File: config.mk
export PLATFORM = sky130hd
export DESIGN_NAME = fcfg_bank
export DESIGN_NICKNAME = d
export VERILOG_FILES = /design/src/include/fcfg_pkg.sv /design/src/fcfg_sync.sv /design/src/fcfg_bank.sv
export SDC_FILE = /design/constraint.sdc
export NUM_CORES = 1
export LEC_CHECK = 0
export CAP_MARGIN = 5
export CORE_ASPECT_RATIO = 1.25
export CORE_MARGIN = 4
export CORE_UTILIZATION = 35
export CTS_CLUSTER_SIZE = 14
export DETAILED_ROUTE_END_ITERATION = 10
export DONT_BUFFER_PORTS = 1
export GPL_TIMING_DRIVEN = 1
export PLACE_DENSITY = 0.49
export SYNTH_ARGS = -nofsm -noshare
export SYNTH_HDL_FRONTEND = slang
export SYNTH_SLANG_ARGS = --single-unit
File: constraint.sdc
create_clock -name core_clk_i -period 32.2 [get_ports core_clk_i]
set_input_delay 3.22 -clock core_clk_i [delete_from_list [all_inputs] [get_ports core_clk_i]]
set_output_delay 3.22 -clock core_clk_i [all_outputs]
set_load 0.02 [all_outputs]
File: src/include/fcfg_pkg.sv
// Purpose: Constants for the floppy configuration register bank
// Assumes: 8-bit index/data configuration access, one clock domain
// Notes:   Offsets are register indices within the floppy logical device
package fcfg_pkg;
    // Register indices
    localparam logic [7:0] IDX_MODE   = 8'hF0;   // Mode control
    localparam logic [7:0] IDX_OPTION = 8'hF1;   // Option control
    localparam logic [7:0] IDX_DTYPE  = 8'hF2;   // Drive type store
    localparam logic [7:0] IDX_RSVD   = 8'hF3;   // Reserved, reads zero
    localparam logic [7:0] IDX_DRV0   = 8'hF4;   // Drive 0 parameters
    localparam logic [7:0] IDX_DRV1   = 8'hF5;   // Drive 1 parameters
    // Reset values
    localparam logic [7:0] RST_MODE   = 8'h0E;   // Non-burst, AT mode
    localparam logic [7:0] RST_OPTION = 8'h00;   // No forcing
    localparam logic [7:0] RST_DTYPE  = 8'hFF;   // All types set
    localparam logic [7:0] RST_DRV    = 8'h00;   // Drive params default
    // Mode field positions
    localparam int MODE_ENH    = 0;              // Enhanced mode 2
    localparam int MODE_NBURST = 1;              // Non-burst DMA
    localparam int MODE_IF_LO  = 2;              // Interface mode low bit
    localparam int MODE_SWAP   = 4;              // Drive swap
    localparam int MODE_PUSHP  = 6;              // Push-pull drivers
    localparam int MODE_TRIS   = 7;              // Tri-state outputs
    // Option field positions
    localparam int OPT_FWP     = 0;              // Forced write protect
    localparam int OPT_DEN_LO  = 2;              // Density select low bit
    // Drive parameter masks and positions
    localparam logic [7:0] DRV_WMASK = 8'h5B;    // Writable bits 6,4,3,1,0
    localparam logic [7:0] MODE_WMASK = 8'hDF;   // Bit 5 reserved zero
    localparam int DRV_RT_LO   = 3;              // Rate table low bit
    localparam int DRV_PTS     = 6;              // Precomp disable
    // Interface modes
    localparam logic [1:0] IFM_AT   = 2'h3;      // AT style
    localparam logic [1:0] IFM_RSVD = 2'h2;      // Reserved
    localparam logic [1:0] IFM_ALT1 = 2'h1;      // Second compat mode
    localparam logic [1:0] IFM_ALT2 = 2'h0;      // Third compat mode
    // Density select codes
    localparam logic [1:0] DEN_FORCE1 = 2'h2;    // Force one
    localparam logic [1:0] DEN_FORCE0 = 2'h3;    // Force zero
endpackage

File: src/fcfg_sync.sv
// Purpose: Two-flop synchroniser for asynchronous pin inputs
// Assumes: Inputs unrelated to core_clk_i
// Notes:   First stage is read only by the second stage
`timescale 1ns/1ps
`default_nettype none
module fcfg_sync #(
    parameter int          W       = 1,        // Width
    parameter logic [31:0] RST_VAL = 32'h0000_0000  // Reset level
) (
    input  wire logic         core_clk_i,  // Core clock
    input  wire logic         rst_i,       // Async reset
    input  wire logic [W-1:0] d_i,         // Raw input
    output logic      [W-1:0] q_o          // Synchronised output
);
    logic [W-1:0] meta_q;  // First stage

    // Widths beyond 32 would overrun the reset word
    if (W < 1 || W > 32) begin : g_bad_width
        $error("fcfg_sync: W out of range");
    end

    // Double-flop sample
    always_ff @(posedge core_clk_i or posedge rst_i) begin
        if (rst_i) begin
            meta_q <= RST_VAL[W-1:0];
            q_o    <= RST_VAL[W-1:0];
        end else begin
            meta_q <= d_i;
            q_o    <= meta_q;
        end
    end
endmodule
`default_nettype wire

File: src/fcfg_bank.sv
// Purpose: Floppy logical device configuration register bank
// Assumes: Config port already decoded to index/data strobes
// Notes:   Soft reset does not touch this bank; see reset inputs
`timescale 1ns/1ps
`default_nettype none
//////////////////////////////////////////////////////////////////////////////
// Overview of operation
// - Hard resets load defaults; soft reset ignored
// - Mode at F0 resets 0E; bit0 enhanced
// - Mode bit1 set selects non-burst DMA
// - Mode bits3:2 choose interface compatibility
// - Mode bit4 swaps drive select, motor
// - Mode bit6 push-pull, clear open-drain
// - Mode bit7 tri-states all floppy outputs
// - Option F1 bit0 forces write protect
// - Write protect ORs forced, pin, disable
// - Option bits3:2 override density output
// - Type register F2 resets FF, readable
// - Index F3 reads zero always
// - Drive0 F4: type bits, rate table
// - Param bit6 disables write precompensation
// - Param bits 2,5,7 read zero
// - Drive1 F5 mirrors drive0 layout
// - DMA gate low disables irq, dma
module fcfg_bank (
    input  wire logic       core_clk_i,        // Core clock 125 MHz
    input  wire logic       rst_i,             // Async hard reset, high
    input  wire logic       vcc_por_i,         // Main supply POR, high
    input  wire logic       standby_por_i,     // Standby supply POR, high
    input  wire logic       host_bus_reset_n_i, // Host bus reset, low
    input  wire logic       soft_reset_i,      // Soft reset, ignored here
    input  wire logic [7:0] cfg_index_i,       // Selected register index
    input  wire logic       cfg_wr_i,          // Data port write strobe
    input  wire logic       cfg_rd_i,          // Data port read strobe
    input  wire logic [7:0] cfg_wdata_i,       // Write data
    output logic      [7:0] cfg_rdata_o,       // Read data, registered
    input  wire logic [1:0] core_sel_n_i,      // Core drive selects, low
    input  wire logic [1:0] core_motor_n_i,    // Core motor enables, low
    input  wire logic       core_density_i,    // Core density request
    input  wire logic       core_irq_i,        // Core interrupt
    input  wire logic       core_drq_i,        // Core DMA request
    input  wire logic       dma_gate_enable_i, // Digital output D3
    input  wire logic       core_powerdown_i,  // Core powered down
    input  wire logic       floppy_wp_bit_i,   // Device disable WP bit
    input  wire logic       write_protect_in_n_i, // Pin, async, low
    output logic [1:0]      drive_select_n_o,  // Pin out value
    output logic [1:0]      drive_select_n_oe_o, // Pin enable
    output logic [1:0]      motor_on_n_o,      // Pin out value
    output logic [1:0]      motor_on_n_oe_o,   // Pin enable
    output logic            density_o,         // Pin out value
    output logic            density_oe_o,      // Pin enable
    output logic            core_wp_n_o,       // To core and status_reg_a
    output logic            irq_o,             // Gated interrupt
    output logic            drq_o,             // Gated DMA request
    output logic            enh_mode_o,        // Enhanced mode 2
    output logic            nonburst_o,        // Non-burst DMA
    output logic [1:0]      if_mode_o,         // Interface mode
    output logic [1:0]      drive_type_sel_o,  // Active drive type
    output logic [1:0]      rate_table_sel_o,  // Active rate table
    output logic            precomp_disable_o  // Active precomp disable
);
    //////////////////////////////////////////////////////////////////////
    // Reset combine and registers
    logic       hard_rst;      // Any hard reset source
    logic       wp_pin_n;      // Synchronised write protect pin
    logic [7:0] mode_q;        // floppy_mode_ctrl
    logic [7:0] option_q;      // floppy_option_ctrl
    logic [7:0] dtype_q;       // floppy_drive_type_store
    logic [7:0] drv0_q;        // drive_zero_params
    logic [7:0] drv1_q;        // drive_one_params

    // Hard resets only
    // Soft reset deliberately not in this term
    assign hard_rst = rst_i | vcc_por_i | standby_por_i | ~host_bus_reset_n_i;

    // Write protect pin crosses into core clock
    fcfg_sync #(.W(1), .RST_VAL(32'h0000_0001)) u_wp_sync (
        .core_clk_i (core_clk_i),
        .rst_i      (rst_i),
        .d_i        (write_protect_in_n_i),
        .q_o        (wp_pin_n)
    );

    // Masked write helper
    function automatic logic [7:0] wmask(input logic [7:0] d, input logic [7:0] m);
        return d & m;
    endfunction

    //////////////////////////////////////////////////////////////////////
    // Mode register store
    // Reserved bit 5 kept zero
    always_ff @(posedge core_clk_i or posedge hard_rst) begin
        if (hard_rst) begin
            mode_q <= fcfg_pkg::RST_MODE;
        end else if (cfg_wr_i && cfg_index_i == fcfg_pkg::IDX_MODE) begin
            mode_q <= wmask(cfg_wdata_i, fcfg_pkg::MODE_WMASK);
        end
    end

    always_ff @(posedge core_clk_i or posedge hard_rst) begin
        if (hard_rst) begin
            option_q <= fcfg_pkg::RST_OPTION;
        end else if (cfg_wr_i && cfg_index_i == fcfg_pkg::IDX_OPTION) begin
            option_q <= cfg_wdata_i;
        end
    end

    // Drive type store, all bits kept
    always_ff @(posedge core_clk_i or posedge hard_rst) begin
        if (hard_rst) begin
            dtype_q <= fcfg_pkg::RST_DTYPE;
        end else if (cfg_wr_i && cfg_index_i == fcfg_pkg::IDX_DTYPE) begin
            dtype_q <= cfg_wdata_i;
        end
    end

    // Read-only bits forced zero on write
    // Drive 1 uses the same layout
    always_ff @(posedge core_clk_i or posedge hard_rst) begin
        if (hard_rst) begin
            drv0_q <= fcfg_pkg::RST_DRV;
            drv1_q <= fcfg_pkg::RST_DRV;
        end else if (cfg_wr_i) begin
            if (cfg_index_i == fcfg_pkg::IDX_DRV0) begin
                drv0_q <= wmask(cfg_wdata_i, fcfg_pkg::DRV_WMASK);
            end
            if (cfg_index_i == fcfg_pkg::IDX_DRV1) begin
                drv1_q <= wmask(cfg_wdata_i, fcfg_pkg::DRV_WMASK);
            end
        end
    end

    //////////////////////////////////////////////////////////////////////
    // Read back, one cycle after the strobe
    always_ff @(posedge core_clk_i or posedge hard_rst) begin
        if (hard_rst) begin
            cfg_rdata_o <= 8'h00;
        end else if (cfg_rd_i) begin
            case (cfg_index_i)
                fcfg_pkg::IDX_MODE:   cfg_rdata_o <= mode_q;
                fcfg_pkg::IDX_OPTION: cfg_rdata_o <= option_q;
                fcfg_pkg::IDX_DTYPE:  cfg_rdata_o <= dtype_q;
                fcfg_pkg::IDX_RSVD:   cfg_rdata_o <= 8'h00;
                fcfg_pkg::IDX_DRV0:   cfg_rdata_o <= drv0_q;
                fcfg_pkg::IDX_DRV1:   cfg_rdata_o <= drv1_q;
                // Unmapped indices read zero
                default:              cfg_rdata_o <= 8'h00;
            endcase
        end
    end

    //////////////////////////////////////////////////////////////////////
    // Pin side
    logic       swap;        // Swap enabled
    logic [1:0] sel_pin_n;   // Selects after swap
    logic [1:0] mot_pin_n;   // Motors after swap
    logic [1:0] den_code;    // Density select code
    logic       den_val;     // Density value to drive
    logic       wp_forced;   // Forced term
    logic [7:0] act_prm;     // Parameters of active drive

    assign swap = mode_q[fcfg_pkg::MODE_SWAP];
    // Exchange drive 0 and drive 1 pins
    assign sel_pin_n = swap ? {core_sel_n_i[0], core_sel_n_i[1]} : core_sel_n_i;
    assign mot_pin_n = swap ? {core_motor_n_i[0], core_motor_n_i[1]} : core_motor_n_i;

    assign den_code = option_q[fcfg_pkg::OPT_DEN_LO +: 2];
    assign den_val  = (den_code == fcfg_pkg::DEN_FORCE1) ? 1'b1 :
                      (den_code == fcfg_pkg::DEN_FORCE0) ? 1'b0 : core_density_i;

    // Forced active while any drive selected
    // Selects are active low, so selected means a zero
    assign wp_forced = option_q[fcfg_pkg::OPT_FWP] & (~core_sel_n_i[0] | ~core_sel_n_i[1]);

    // Pin-level drive 0 is the swapped one
    assign act_prm = (~sel_pin_n[1] & sel_pin_n[0]) ? drv1_q : drv0_q;

    // Output drivers: value and enable per pin
    // Open-drain only enables when pulling low
    always_ff @(posedge core_clk_i or posedge hard_rst) begin
        if (hard_rst) begin
            drive_select_n_o    <= 2'h3;
            motor_on_n_o        <= 2'h3;
            density_o           <= 1'b0;
            drive_select_n_oe_o <= 2'h0;
            motor_on_n_oe_o     <= 2'h0;
            density_oe_o        <= 1'b0;
        end else begin
            drive_select_n_o <= sel_pin_n;
            motor_on_n_o     <= mot_pin_n;
            density_o        <= den_val;
            if (mode_q[fcfg_pkg::MODE_TRIS]) begin
                drive_select_n_oe_o <= 2'h0;
                motor_on_n_oe_o     <= 2'h0;
                density_oe_o        <= 1'b0;
            end else if (mode_q[fcfg_pkg::MODE_PUSHP]) begin
                drive_select_n_oe_o <= 2'h3;
                motor_on_n_oe_o     <= 2'h3;
                density_oe_o        <= 1'b1;
            end else begin
                drive_select_n_oe_o <= ~sel_pin_n;
                motor_on_n_oe_o     <= ~mot_pin_n;
                density_oe_o        <= ~den_val;
            end
        end
    end

    // Write protect OR of three sources
    // Active low result: protect when any source asks
    always_ff @(posedge core_clk_i or posedge hard_rst) begin
        if (hard_rst) begin
            core_wp_n_o <= 1'b1;
        end else begin
            core_wp_n_o <= ~(wp_forced | ~wp_pin_n | floppy_wp_bit_i);
        end
    end

    always_ff @(posedge core_clk_i or posedge hard_rst) begin
        if (hard_rst) begin
            irq_o <= 1'b0;
            drq_o <= 1'b0;
        end else begin
            irq_o <= core_irq_i & dma_gate_enable_i & ~core_powerdown_i;
            drq_o <= core_drq_i & dma_gate_enable_i & ~core_powerdown_i;
        end
    end

    // Mode and active drive settings to the core
    // Non-burst select
    // Interface mode passed whole; reserved code left to core
    always_ff @(posedge core_clk_i or posedge hard_rst) begin
        if (hard_rst) begin
            enh_mode_o        <= 1'b0;
            nonburst_o        <= 1'b1;
            if_mode_o         <= fcfg_pkg::IFM_AT;
            drive_type_sel_o  <= 2'h0;
            rate_table_sel_o  <= 2'h0;
            precomp_disable_o <= 1'b0;
        end else begin
            enh_mode_o        <= mode_q[fcfg_pkg::MODE_ENH];
            nonburst_o        <= mode_q[fcfg_pkg::MODE_NBURST];
            if_mode_o         <= mode_q[fcfg_pkg::MODE_IF_LO +: 2];
            drive_type_sel_o  <= act_prm[1:0];
            rate_table_sel_o  <= act_prm[fcfg_pkg::DRV_RT_LO +: 2];
            precomp_disable_o <= act_prm[fcfg_pkg::DRV_PTS];
        end
    end

    //////////////////////////////////////////////////////////////////////
    // Assertions
    mode_reset_a: assert property (@(posedge core_clk_i)
        $fell(hard_rst) |-> mode_q == fcfg_pkg::RST_MODE)
        else $error("mode register not at reset value");
    gate_irq_a: assert property (@(posedge core_clk_i) disable iff (hard_rst)
        !dma_gate_enable_i |=> !irq_o && !drq_o)
        else $error("irq or drq passed with gate closed");
    tris_oe_a: assert property (@(posedge core_clk_i) disable iff (hard_rst)
        mode_q[fcfg_pkg::MODE_TRIS] |=> drive_select_n_oe_o == 2'h0 && !density_oe_o)
        else $error("output driven while tri-stated");
    pushpull_oe_a: assert property (@(posedge core_clk_i) disable iff (hard_rst)
        mode_q[7:6] == 2'b01 |=> motor_on_n_oe_o == 2'h3)
        else $error("push-pull enable not asserted");
    swap_pins_a: assert property (@(posedge core_clk_i) disable iff (hard_rst)
        swap |=> drive_select_n_o == {$past(core_sel_n_i[0]), $past(core_sel_n_i[1])})
        else $error("drive selects not swapped");
    density_force_a: assert property (@(posedge core_clk_i) disable iff (hard_rst)
        den_code == fcfg_pkg::DEN_FORCE0 |=> !density_o)
        else $error("density not forced low");
    wp_force_a: assert property (@(posedge core_clk_i) disable iff (hard_rst)
        option_q[0] && core_sel_n_i != 2'h3 |=> !core_wp_n_o)
        else $error("write protect not forced");
    rsvd_read_a: assert property (@(posedge core_clk_i) disable iff (hard_rst)
        cfg_rd_i && cfg_index_i == fcfg_pkg::IDX_RSVD |=> cfg_rdata_o == 8'h00)
        else $error("reserved slot read nonzero");
    drv_ro_a: assert property (@(posedge core_clk_i) disable iff (hard_rst)
        ((drv0_q | drv1_q) & 8'hA4) == 8'h00)
        else $error("read-only parameter bit set");
    soft_ignore_a: assert property (@(posedge core_clk_i) disable iff (hard_rst)
        soft_reset_i && !cfg_wr_i |=> $stable(mode_q) && $stable(dtype_q))
        else $error("soft reset changed bank");
    cv_swap: cover property (@(posedge core_clk_i) swap && !core_sel_n_i[0]);
    cv_tris: cover property (@(posedge core_clk_i) mode_q[fcfg_pkg::MODE_TRIS]);
    cv_drv1: cover property (@(posedge core_clk_i) cfg_wr_i && cfg_index_i == fcfg_pkg::IDX_DRV1);
endmodule
`default_nettype wire

* Word-level counts from Yosys, hierarchy flattened
Index checks and enable logic that the tools add are counted.
** Operators by class
- Multiplexer cells :: 12
- Equality and inequality tests :: 7
- Bitwise gates (word level) :: 22
- Reductions and logical operators :: 5
** Operators by type and width (number)
- 8-bit equality test, second input constant :: 5
- 8-bit case mux with 5 select lines :: 1
- 2-bit 2-to-1 mux :: 6
- 1-bit inverter :: 8
- 7-bit 2-to-1 mux :: 1
- 1-bit AND :: 6
- 1-bit bitwise OR :: 6
- 2-bit equality test, second input constant :: 2
- 1-bit 2-to-1 mux :: 4
- 2-bit inverter :: 2
- 2-bit AND reduction :: 2
- 1-bit logical AND :: 3
** Word-level totals
- Input port bits :: 35
- Word-level logic and storage cells :: 69
- Output and inout bits :: 30
- Register bits after elaboration :: 65

* Depth between registers and ports, before layout
- Depth in word-level cells :: 6
- Gate-level depth with buffers :: 6
- Depth with buffers taken out :: 4

* Hierarchy
A second synthesis with hierarchy kept.
** Unflattened totals
- Cells, all modules :: 193
- Area, all modules :: 2763.9 um2
** By module, submodules not included
- fcfg_bank :: times used 1, area each 2707.6 um2, cells an instance 190, sequential area each 1600.3 um2
- fcfg_sync :: times used 1, area each 56.3 um2, cells an instance 3, sequential area each 52.6 um2

* Worst setup path after synthesis
Ideal clock, no wire load.
- Path type :: input to register
- Start :: input port cfg_index_i[6]
- End :: register option_q[1]
- Arrival :: 4259 ps
- Library setup time :: 125 ps
- Setup slack :: 27817 ps
- Buffers on the path :: 1
- Cell stages on the path :: 5
- Required time :: 32075 ps
- Cell sequence :: nand4_4 -> nor3_4 -> and4b_1 -> buf_6 -> mux2_2
** Between the ends
- Longest elaborated chain between the ends :: 2
** Ends and longest elaborated chain
- start, declared :: line fcfg_bank.sv:32 : input wire logic [7:0] cfg_index_i,
- 8-bit equality test :: line fcfg_bank.sv:103 : end else if (cfg_wr_i && cfg_index_i == fcfg_pkg::IDX_OPTION) begin
- 1-bit logical AND :: line fcfg_bank.sv:103
- end signal, assigned :: line fcfg_bank.sv:102 : option_q <= fcfg_pkg::RST_OPTION;
- end signal, assigned :: line fcfg_bank.sv:104 : option_q <= cfg_wdata_i;
- end, declared :: line fcfg_bank.sv:67 : logic [7:0] option_q;
No other way between the ends.
A chain may end at the register's enable or synchronous reset.

* Worst setup path after layout
- Start :: input port cfg_index_i[6]
- End :: register mode_q[7]
** Between the ends
- Longest elaborated chain between the ends :: 2
** Ends and longest elaborated chain
- 8-bit equality test :: line fcfg_bank.sv:95 : end else if (cfg_wr_i && cfg_index_i == fcfg_pkg::IDX_MODE) begin
- 1-bit logical AND :: line fcfg_bank.sv:95
- end signal, assigned :: line fcfg_bank.sv:94 : mode_q <= fcfg_pkg::RST_MODE;
- end signal, assigned :: line fcfg_bank.sv:96 : mode_q <= wmask(cfg_wdata_i, fcfg_pkg::MODE_WMASK);
- end, declared :: line fcfg_bank.sv:66 : logic [7:0] mode_q;
No other way between the ends.

==> key figures <==
Status
  • Run status: finished clean

Logic synthesis
  • Most used DFF post-synth: dfrtp_1
  • Simple-gate share of the synthesized area: 9.00%
  • Synthesized area per cell: 13.8 sq um
  • Synth Area in Adders: 0%
  • Yosys warns: 0
  • Sequential fraction of the synthesis area: 59.7%
  • Synth Area in XOR/XNOR: 0%
  • FFs w/ async S/R, synth: 100%
  • #FFs+latches synth: 65
  • Compound-Gate Fraction of Synth Area: 7.32%
  • Largest family of logic cells by synthesized area: multiplexers
  • Syn_nets: 235
  • Post-synth EDFFs: 0
  • Mapped Cells: 200
  • Yosys cell types: 31
  • Mux cell area share after synthesis: 20.5%
  • Post-Syn Area: 0.00277 sq mm

Timing
  • Max_slew headroom: 46.5%
  • Minimum clock period: 4.61 ns
  • Total negative setup slack: 0 ns
  • Maximum clock frequency: 0.217 GHz
  • Hold Fails Final Rpt: 0
  • Max Slew Vio Count: 0
  • Setup ws final: 27.59 ns
  • Final setup fails: 0
  • Worst slew pin tran: 0.802 ns
  • Unrepaired setup endpoints after global routing: false
  • Clk_skew: 0.00804 ns
  • Tcrit/Tclk final: 14.3%

Clocking
  • Worst-Skew Late Latency: 0.34 ns
  • CTS max path bufs: 2
  • Sink Count: 65
  • Post-CTS Resized: 0
  • Post-CTS setup buffer count: 0
  • Clock-pin slew on the worst setup and hold paths: 0.07 ns
  • CTS H-Tree Depth: 3
  • CTS Buf Count: 9
  • CTS tree: done
  • Hold buffer count at cts: 0
  • Clock root buffer: clkbuf_8

Drt
  • Number of DRC markers in iteration 0: 61
  • Total wire length: 5770 microns
  • Via count: 1554
  • Vias per Instance: 5.16
  • Drt drc: 0
  • First-pass detailed-route iteration total: 4
  • WL/cell: 19.2 microns
  • Antenna-violating nets left: 0

Global route
  • Grt total ovfl: 0
  • Pin count of the biggest net entering global routing: 64
  • First-pass GRT wire length: 9030 microns
  • Vias in the first global route: 1663
  • Antenna violations before repair: 0
  • Gr usage total: 13.1%

Job
  • Max cap viols: 0

Worst hold path
  • Worst hold path class: reg -> reg

Layout
  • Core Util, Final: 38.9%
  • Fin nets: 236
  • Footprint of the multi-input gates: 0.00103 sq mm
  • Design area: 0.00302 sq mm
  • Most common cell after layout, fill and taps aside: dfrtp_1
  • Fillers: 744
  • Area Growth Syn to Fin: 9.00%
  • Diode count: 0
  • Share of post-route cells with drive strength above 1: 38.8%
  • Register area: 0.00165 sq mm
  • Most frequent cells in the layout: dfrtp_1, mux2_2, dfstp_2

Worst setup path
  • Crit path buf inv count: 0
  • Critical-path cell list: nand4_4 > nor3_4 > nand4bb_1 > mux2_4
  • WS Path Type: in -> reg
  • Worst Path Arrival: 4.83 ns
  • Worst Path Required: 32.42 ns
  • Crit-path max cell delay: 0.64 ns
  • Top Family by Delay on Critical Path: simple AND/OR/NAND/NOR gates
  • Crit path launch type: input pin
  • Setup crit end kind: flop
  • CP max stage cell: nand4bb_1
  • Worst Path Max Fanout: 9

Die
  • Starting Density: 35.7%
  • Die height: 107 microns
  • Core ar.: 0.00775 sq mm
  • Chip width: 87.5 microns
  • Rows: 36
  • I/O pin count: 65
  • Die ar.: 0.00940 sq mm

Placed design
  • GPL Wtd Cong: 0.732
  • Buffers on Ports: 0
  • Place WS: 27.23 ns
  • DP HPWL: 4100 microns
  • Placed Area: 0.00283 sq mm

Pwr
  • Pwr Density: 55.3 mW/mm^2
  • Maximum vdd drop: 23.0 uV
  • Leakage: 1.35 nW
[per-layer routing]
metal | wire, microns | up-vias | track usage, %
li1 | - | 722 | -
met5 | 0 | - | 0
met1 | 2230 | 780 | 13.9
met3 | 421 | 11 | 5.59
met2 | 2950 | 41 | 22.1
met4 | 160 | 0 | 6.36
[worst paths after layout]
path | from | endpoint | slack (ns) | cells after the start
min in group asynchronous | rst_i | u_wp_sync.q_o$_DFF_PP1_ | 2.78 | 1
max in group asynchronous | vcc_por_i | drq_o$_DFF_PP0_ | 28.39 | 2
max reg2reg | mode_q[4]$_DFFE_PP0P_ | precomp_disable_o$_DFF_PP0_ | 30.44 | 4
max | cfg_index_i[6] | mode_q[7]$_DFFE_PP0P_ | 27.59 | 4
min | u_wp_sync.meta_q$_DFF_PP1_ | u_wp_sync.q_o$_DFF_PP1_ | 0.36 | 0
min reg2reg | u_wp_sync.meta_q$_DFF_PP1_ | u_wp_sync.q_o$_DFF_PP1_ | 0.36 | 0
[cell usage after synthesis, types with 3 or more instances]
master	count	area (sq um)
mux2_4	7	105
inv_1	6	22.5
o22ai_1	3	18.8
dfstp_2	21	552
buf_2	4	20.0
nor2_1	7	26.3
mux2i_1	8	80.1
dfrtp_1	44	1100
o21ai_0	5	25.0
nand2_1	5	18.8
nor2b_1	3	18.8
a22oi_1	6	45.0
a21oi_1	14	70.1
mux2_2	33	372
nand3_1	5	25.0
a22o_1	5	43.8
buf_4	3	22.5
[flip-flops by register name, indices dropped and copies added, names as in the netlist, 5 cells and up]
register     flops
cfg_rdata_o      8
dtype_q          8
option_q         8
mode_q           7
drv0_q           5
drv1_q           5
[metrics by stage]
step	hold WS [ns]	total power, mW	cells
final	0.362	0.167	301
after global routing	0.369	0.174	301
after CTS	0.365	0.169	301
after detailed placement	0.355	0.101	285
after global placement	0.348	0.100	285
after floorplan	0.345	0.0995	200
[final cells by class]
cell class	instances	area share, %
Clock inverter	3	1.33
Multi-Input combinational cell	118	34.0
Timing Repair Buffer	1	0.249
Sequential cell	65	54.8
Clock buffer	13	4.94
Tap cell	95	3.94
Inverter	6	0.747
[cells by family (layout without fill, tap and decap cells)]
family                 count (synthesis)  after routing
muxes                                 49             49
DFF                                   65             65
AOI/OAI and AO/OA                     33             33
and+or+nand+nor                       36             36
buffers and inverters                 17             23
[report_power, final]
group | internal [mW] | total [mW] | leakage, nW | switching [mW]
logic | 0.00404 | 0.00727 | 0.437 | 0.00323
registers | 0.0868 | 0.0919 | 0.811 | 0.00509
clock network | 0.0377 | 0.0677 | 0.0974 | 0.0300
No activity file was read; power rests on OpenSTA's default activity.
